`config.mk`:
```
export PLATFORM = sky130hd
export DESIGN_NAME = unb_ninth_bit_ctrl
export DESIGN_NICKNAME = d
export VERILOG_FILES = /design/src/logic/unb_pkg.sv /design/src/logic/unb_ninth_bit_ctrl.sv
export SDC_FILE = /design/constraint.sdc
export NUM_CORES = 1
export LEC_CHECK = 0
export ABC_AREA = 1
export BUFFER_PORTS_ARGS = -buffer_cell sky130_fd_sc_hd__buf_2
export CORE_MARGIN = 8
export CORE_UTILIZATION = 55
export DETAILED_ROUTE_END_ITERATION = 7
export PLACE_DENSITY = 0.89
export SLEW_MARGIN = 20
export SYNTH_ARGS = -nofsm -noshare
export SYNTH_HDL_FRONTEND = slang
export SYNTH_SLANG_ARGS = --single-unit
```
`constraint.sdc`:
```
create_clock -name clk_i -period 1.75 [get_ports clk_i]
set_input_delay 0.175 -clock clk_i [delete_from_list [all_inputs] [get_ports clk_i]]
set_output_delay 0.175 -clock clk_i [all_outputs]
set_load 0.02 [all_outputs]
```
`src/logic/unb_pkg.sv`:
```
// Constants, carriers and state type of the ninth-bit serial control block
package unb_pkg;

    // Bus widths
    localparam int ADDR_W = 12;
    localparam int DATA_W = 8;

    // Register byte addresses
    localparam logic [11:0] CTRL_ADDR = 12'hf43;
    localparam logic [11:0] ACMP_ADDR = 12'hf60;
    localparam logic [11:0] STAT_ADDR = 12'hf61;
    localparam logic [11:0] MASK_ADDR = 12'hf62;

    // Bank that exposes the control register at the shared address
    localparam logic [2:0] BANK_MP = 3'h0;

    // Reset values
    localparam logic [7:0] CTRL_RST = 8'h00;
    localparam logic [7:0] ACMP_RST = 8'h00;
    localparam logic [2:0] STAT_RST = 3'h0;
    localparam logic [2:0] MASK_RST = 3'h0;

    // Control field positions
    localparam int CTRL_MODE_HI = 7;
    localparam int CTRL_EN      = 6;
    localparam int CTRL_MODE_LO = 5;
    localparam int CTRL_TXB     = 4;
    localparam int CTRL_POL     = 3;

    // Status and mask bit positions
    localparam int ST_RXREQ  = 0;
    localparam int ST_ADDR   = 1;
    localparam int ST_TXDONE = 2;
    localparam int ST_W      = 3;

    // Receive interrupt filter modes
    localparam logic [1:0] MODE_ALL   = 2'h0;
    localparam logic [1:0] MODE_ADDR  = 2'h1;
    localparam logic [1:0] MODE_MATCH = 2'h2;
    localparam logic [1:0] MODE_DATA  = 2'h3;

    // Index of the last data bit of a character
    localparam logic [2:0] BIT_LAST = 3'h7;

    // Transmit sequencer states
    typedef enum logic [2:0] {
        TX_IDLE,
        TX_START,
        TX_DATA,
        TX_NINTH,
        TX_STOP
    } unb_tx_t;

    // Register port request
    typedef struct packed {
        logic        wr;
        logic        rd;
        logic [11:0] addr;
        logic [7:0]  wdata;
    } unb_req_t;

    // Received character
    typedef struct packed {
        logic       ninth;
        logic [7:0] data;
    } unb_rx_t;

    // Complete state of the block
    typedef struct packed {
        logic [7:0]  ctrl;
        logic [7:0]  acmp;
        logic [2:0]  stat;
        logic [2:0]  mask;
        logic        match;
        logic [7:0]  rdata;
        logic        irq;
        logic        req;
        unb_tx_t     tx;
        logic [7:0]  shift;
        logic [2:0]  cnt;
        logic        ninth_bit;
        logic        ninth_en;
        logic        txd;
        logic        de;
        logic        busy;
    } unb_state_t;

endpackage : unb_pkg

```
`src/logic/unb_ninth_bit_ctrl.sv`:
```
// Ninth-bit mode control: register, receive filter and character framer
//
// Added by the designer: the strobed register port.
`timescale 1ns/1ns
// Overview of operation
// RULE1: Filter mode 00 requests an interrupt for every received byte.
// RULE2: Filter mode 01 requests only for address bytes, never data bytes.
// RULE3: Mode 10 requests on matching address, then data until mismatch.
// RULE4: Mode 11 requests only for data after a matching address.
// RULE5: Enable bit switches ninth-bit operation on or off; reset off.
// RULE6: Enabled transmitter sends the stored ninth bit value per character.
// RULE7: Driver enable active high with polarity 0, low with 1.
// RULE8: Control register reachable only in bank 000; eight bits, reset zero.
// RULE9: Ninth bit goes after the eight data bits, before the stop bit.
// RULE10: Ninth bit 1 marks an address byte, 0 a data byte.
// RULE11: Address byte compared with stored byte; result held until next one.
module unb_ninth_bit_ctrl (
    input  wire logic            clk_i,        // System clock
    input  wire logic            rst_i,        // Async reset, high
    input  wire logic            ce_i,         // Clock enable
    input  wire logic [2:0]      bank_select_field_i, // Register bank
    input  wire unb_pkg::unb_req_t req_i,      // Register request
    output logic [7:0]           rd_data_o,    // Read data, next cycle
    output logic                 irq_o,        // Level interrupt
    input  wire logic            rx_valid_i,   // Character received
    input  wire unb_pkg::unb_rx_t rx_i,        // Received character
    output logic                 rx_irq_req_o, // Filtered receive request
    input  wire logic            baud_tick_i,  // One pulse per bit time
    input  wire logic            tx_start_i,   // Start a character
    input  wire logic [7:0]      tx_data_i,    // Character to send
    output logic                 tx_busy_o,    // Framer busy
    output logic                 txd_o,        // Serial data out
    output logic                 line_driver_enable_o // Driver enable pin
);

    unb_pkg::unb_state_t q;
    unb_pkg::unb_state_t d;

    // Filter mode sits in two split bits of the control byte
    function automatic logic [1:0] mode_of(input logic [7:0] c);
        mode_of = {c[unb_pkg::CTRL_MODE_HI], c[unb_pkg::CTRL_MODE_LO]};
    endfunction : mode_of

    logic       bank_ok;
    logic       is_addr;
    logic       hit;
    logic       rx_req;
    logic       tx_done;
    logic [2:0] st_clr;
    logic [2:0] st_set;

    // Next state of the whole block
    always_comb
    begin
        d       = q;
        bank_ok = (bank_select_field_i == unb_pkg::BANK_MP);
        is_addr = q.ctrl[unb_pkg::CTRL_EN] & rx_i.ninth; // RULE10
        hit     = (rx_i.data == q.acmp);                 // RULE11
        rx_req  = 1'b0;
        tx_done = 1'b0;
        st_clr  = unb_pkg::STAT_RST;

        // Receive filter; plain 8-bit operation passes every byte
        if (rx_valid_i)
        begin
            if (!q.ctrl[unb_pkg::CTRL_EN])
            begin
                rx_req = 1'b1;
            end
            else
            begin
                case (mode_of(q.ctrl))
                    unb_pkg::MODE_ALL:   rx_req = 1'b1;    // RULE1
                    unb_pkg::MODE_ADDR:  rx_req = is_addr; // RULE2
                    unb_pkg::MODE_MATCH:
                        rx_req = is_addr ? hit : q.match;  // RULE3
                    unb_pkg::MODE_DATA:
                        rx_req = !is_addr && q.match;      // RULE4
                    default: rx_req = 1'b0;
                endcase
            end
            // Match kept until the next address character
            if (is_addr)
            begin
                d.match = hit; // RULE11
            end
        end
        d.req = rx_req;

        // Register writes; control only through the right bank
        if (req_i.wr)
        begin
            case (req_i.addr)
                unb_pkg::CTRL_ADDR:
                    if (bank_ok)
                    begin
                        d.ctrl = req_i.wdata; // RULE8 RULE5
                    end
                unb_pkg::ACMP_ADDR: d.acmp = req_i.wdata;
                unb_pkg::MASK_ADDR:
                    d.mask = req_i.wdata[unb_pkg::ST_W-1:0];
                unb_pkg::STAT_ADDR:
                    st_clr = req_i.wdata[unb_pkg::ST_W-1:0];
                default: ;
            endcase
        end

        // Register reads answer the next cycle; unmapped reads give zero
        d.rdata = 8'h00;
        if (req_i.rd)
        begin
            case (req_i.addr)
                unb_pkg::CTRL_ADDR:
                    d.rdata = bank_ok ? q.ctrl : 8'h00; // RULE8
                unb_pkg::ACMP_ADDR: d.rdata = q.acmp;
                unb_pkg::STAT_ADDR:
                    d.rdata = {{(8-unb_pkg::ST_W){1'b0}}, q.stat};
                unb_pkg::MASK_ADDR:
                    d.rdata = {{(8-unb_pkg::ST_W){1'b0}}, q.mask};
                default: d.rdata = 8'h00;
            endcase
        end

        // Transmit framer: start, eight data bits, optional ninth, stop
        case (q.tx)
            unb_pkg::TX_IDLE:
                if (tx_start_i)
                begin
                    d.shift     = tx_data_i;
                    d.ninth_bit = q.ctrl[unb_pkg::CTRL_TXB]; // RULE6
                    d.ninth_en  = q.ctrl[unb_pkg::CTRL_EN];  // RULE5
                    d.tx        = unb_pkg::TX_START;
                end
            unb_pkg::TX_START:
                if (baud_tick_i)
                begin
                    d.tx  = unb_pkg::TX_DATA;
                    d.cnt = 3'h0;
                end
            unb_pkg::TX_DATA:
                if (baud_tick_i)
                begin
                    d.shift = {1'b0, q.shift[7:1]};
                    d.cnt   = q.cnt + 3'h1;
                    if (q.cnt == unb_pkg::BIT_LAST)
                    begin
                        d.tx = q.ninth_en ? unb_pkg::TX_NINTH
                                          : unb_pkg::TX_STOP; // RULE9
                    end
                end
            unb_pkg::TX_NINTH:
                if (baud_tick_i)
                begin
                    d.tx = unb_pkg::TX_STOP; // RULE9
                end
            unb_pkg::TX_STOP:
                if (baud_tick_i)
                begin
                    d.tx    = unb_pkg::TX_IDLE;
                    tx_done = 1'b1;
                end
            default: d.tx = unb_pkg::TX_IDLE;
        endcase

        // Line level follows the next framer state
        case (d.tx)
            unb_pkg::TX_START: d.txd = 1'b0;
            unb_pkg::TX_DATA:  d.txd = d.shift[0];
            unb_pkg::TX_NINTH: d.txd = d.ninth_bit; // RULE6
            default:           d.txd = 1'b1;
        endcase
        d.busy = (d.tx != unb_pkg::TX_IDLE);
        // Polarity applied live, so a change takes effect at once
        d.de = d.busy ^ d.ctrl[unb_pkg::CTRL_POL]; // RULE7

        // Sticky events; a new event beats a same-cycle clear
        st_set = '0;
        st_set[unb_pkg::ST_RXREQ]  = rx_req;
        st_set[unb_pkg::ST_ADDR]   = rx_valid_i & is_addr; // RULE10
        st_set[unb_pkg::ST_TXDONE] = tx_done;
        d.stat = (q.stat & ~st_clr) | st_set;
        d.irq  = |(d.stat & d.mask);
    end

    // State register; clock enable freezes everything
    always_ff @(posedge clk_i or posedge rst_i)
    begin
        if (rst_i)
        begin
            q      <= '0;
            q.ctrl <= unb_pkg::CTRL_RST; // RULE8
            q.acmp <= unb_pkg::ACMP_RST;
            q.stat <= unb_pkg::STAT_RST;
            q.mask <= unb_pkg::MASK_RST;
            q.txd  <= 1'b1; // Idle line is mark
        end
        else if (ce_i)
        begin
            q <= d;
        end
    end

    // Outputs straight from the state flops
    assign rd_data_o            = q.rdata;
    assign irq_o                = q.irq;
    assign rx_irq_req_o         = q.req;
    assign tx_busy_o            = q.busy;
    assign txd_o                = q.txd;
    assign line_driver_enable_o = q.de;
endmodule : unb_ninth_bit_ctrl

```
==> results.md <==
* Outcome: finished, violations left
* Violated checks: setup timing
* Async set-or-reset flop fraction in the synthesized netlist at between 90% and 100%
* Commonest non-fill, non-tap cell in the layout: nand2_1
* Net Sw Frac at 32.21%
* WS Path Type: reg2reg
* Syn_nets at approximately 450
* RD Place Congestion at 0.9552
* Post-synthesis sequential area ratio at approximately 43%
* Largest net degree at the start of global routing at 53
* Mapped Area at 0.003004 mm²
* Worst min path class: in2reg
* Sequential power share at 45.3%
* Vias in the first global route at ~2800
* Pre-CTS WS at -0.02265 ns
* Final nets at 509
* Setup TNS at -0.1001 ns
* Global Route met1 Usage at 22.94%
* Crit share post-route at 103.7%
* Hold Fails Final Rpt at 0
* Detailed Route Iter0 Violations at 257
* Flops & latches, synth at 52
* Post-route ant nets at 0
* Starting Density at a little under three fifths
* Max Clock Freq at around 550 MHz
* Final wirelength at between 7 and 8 mm
* Via density per instance at between 5 and 6
* H-Tree Depth at 2
* Pre-antenna DRT Iters at 5
* Std-Cell Rows at 27
* Root Driver: clkbuf_8
* Die Area at ~0.008 mm²
* Maximum VDD drop at ~0.0005 V
* Syn avg cell area at 7.567 µm²
* Startpoint types: register
* ANT cells at 0
* Via count at 2897
* CP max FO at 3
* Pins over their slew limit at 0
* Cell-internal power at between 2 and 2.5 mW
* Slowest Stage Delay on Critical Path at 0.37 ns
* Core Region at 0.005405 mm²
* First-pass GRT wire length at 12.61 mm
* Worst skew pair latency at 0.31 ns
* I/O pins at a little over 60
* Post-layout minimum cycle time at 1.815 ns
* Initial antenna violation count at 0
* Leak at roughly 1.8 nW
* Crit path cell chain: ha_2, ha_4, nand2_4, nor2_4, nor2_4, a21oi_2, nand2_2, nor2_2, nand2_2, nor2_4, nand2_1, nand3_1
* Post-route setup slack at -0.06476 ns
* Clock power share at a little over a quarter
* PwrDens at 943.0 mW/mm²
* Met3 usage at 4.406%
* Net Switching at 1.089 mW
* Synth Flop Type: dfrtp_1
* Tot GR Track Use at a little under a fifth
* Commonest non-fill, non-tap cells in the layout: nand2_1, buf_2, inv_1
* Clock Skew at between 0.007 and 0.008 ns
* Final HPWL DP at about 5.6 mm
* Share of layout cells above drive strength 1 at approximately 28%
* RSZ-0062 raised after global routing: true
* YS warnings at 0
* Top cell by count, worst path: nor2_4
* Die Wd at 89.91 µm
* Met2 Resource Use GR at between 30 and 40%
* Max clock buf depth at 2
* # setup viols final at 3
* Combinational power share at 28.3%
* Rel. slew slack at 62.46%
* Wire length per cell at approximately 15 µm
* CTS tree: done
* Die Y at between 80 and 90 µm
* CP Data Arrival Time at approximately 2 ns
* Clock Sinks at 52
* Max-cap violations at 0
* Library cells used by synthesis at 38
* EDFF count, synth at 0
* Total gr overflow at 0
* Max stage delay cell, worst path: dfrtp_1
* Most Crowded Layer GR: met2
* Post-Synthesis Cells at 397
* Worst Setup End Kind: register
* Clock Pin Slew Worst Setup and Hold Paths at around 0.09 ns
* Required time worst endpoint at 2.00 ns
* DRC viols at 0
* Worst slew pin tran at ~0.56 ns
* Buffers added on ports at 60
* Num CTS Buffers at 5
* Area delta synth->final at 19.37%
-- kinds of logic (layout without fill, tap and decap cells) --
| kind of cell | Yosys count | after routing | synth area share, % |
|---|---|---|---|
| AND/OR/NAND/NOR | 192 | 192 | 28.57 |
| adder cells (fa/ha/maj) | 2 | 2 | 0.8329 |
| XOR/XNOR | 2 | 2 | 0.5832 |
| AO/OA/AOI/OAI | 74 | 74 | 15.70 |
| flip-flops | 52 | 52 | 43.36 |
| buffers and inverters | 75 | 138 | 10.95 |
-- critical path: cells and delay by family, from the launching register on --
kind                     cells  cell delay, ns
adder cells (fa/ha/maj)      2            0.36
AND/OR/NAND/NOR              9            0.87
AO/OA/AOI/OAI                1            0.15
flip-flops                   1            0.37
-- synth_stat cells, types with 2 or more instances --
master / instances / share of area [%]
nand2_1: 120 / 15
inv_1: 56 / 7.0
dfrtp_1: 51 / 42
o21ai_0: 34 / 5.7
nand3_1: 30 / 5.0
nor2_1: 19 / 2.4
o21ai_2: 16 / 4.7
buf_4: 8 / 2.0
nand4_1: 8 / 1.7
a21oi_1: 7 / 1.2
o21a_1: 4 / 1.0
a21oi_2: 3 / 0.87
clkbuf_1: 3 / 0.37
nand2_2: 3 / 0.62
o32ai_1: 3 / 0.87
a31oi_1: 2 / 0.42
buf_1: 2 / 0.25
buf_6: 2 / 0.75
ha_1: 2 / 0.83
inv_2: 2 / 0.25
nand3b_1: 2 / 0.50
nor3_2: 2 / 0.67
o21ai_1: 2 / 0.33
xnor2_1: 2 / 0.58
-- power by group through the flow --
stage               Clock, mW  Combinational (mW)  Sequential, mW
finish                  0.892               0.958            1.53
global route            0.950                1.07            1.55
CTS                     0.901               0.850            1.53
detailed placement          0               0.795            1.55
global placement            0               0.754            1.54
floorplan                   0               0.500            1.57
-- metal layers --
metal  up-vias  share of wire (%)
li1       1396                  -
met1      1317                 41
met2       154                 48
met3        30                7.7
met4         0                4.0
met5         -                  0
-- what timing repair did --
item                                   CTS  global route
endpoints found under the hold margin   51             0
buffers inserted                         3             2
hold buffers                             1             0
gates resized for setup                  0            22
setup endpoints to repair                1            12
pin swaps                                2            11
-- registers in the layout, indices dropped and copies added, names as in the netlist --
signal	cells
txd_o	1
irq_o	1
rx_irq_req_o	1
line_driver_enable_o	1
tx_busy_o	1
rd_data_o	8
q	39
-- worst paths after layout --
| path | from | end | slack [ns] | cells past startpoint |
|---|---|---|---|---|
| max | q[5]$_DFFE_PP0P_ | line_driver_enable_o$_DFFE_PP0P_ | -0.06 | 12 |
| min | tx_data_i[7] | q[15]$_DFFE_PP0P_ | 0.10 | 3 |
| max reg2reg | q[5]$_DFFE_PP0P_ | line_driver_enable_o$_DFFE_PP0P_ | -0.06 | 12 |
| min reg2reg | rd_data_o[6]$_DFFE_PP0P_ | rd_data_o[6]$_DFFE_PP0P_ | 0.48 | 2 |
| max in group asynchronous | rst_i | txd_o$_DFFE_PP1P_ | 1.03 | 4 |
| min in group asynchronous | rst_i | q[5]$_DFFE_PP0P_ | 0.43 | 4 |
-- cell type report --
cell class	instances	area [µm²]
Sequential cell	52	1303
Multi-Input combinational cell	270	1440
Fill cell	432	1819
Clock inverter	1	30.03
Tap cell	72	90.09
Inverter	59	225.2
Clock buffer	7	96.34
Timing Repair Buffer	71	401.6
-- through the flow --
step | hold slack [ns] | area [µm²] | power [mW] | instances | utilization [%]
6_report | 0.1034 | 3586 | 3.382 | 532 | 66.34
3_3_place_gp | 0.2341 | 3338 | 2.290 | 518 | 61.76
3_5_place_dp | 0.2402 | 3338 | 2.344 | 518 | 61.76
2_1_floorplan | 0.3196 | 3004 | 2.072 | 397 | -
4_1_cts | 0.1039 | 3497 | 3.276 | 530 | 64.70
5_1_grt | 0.1274 | 3586 | 3.575 | 532 | 66.34
Power figures use the tool's default switching activity.
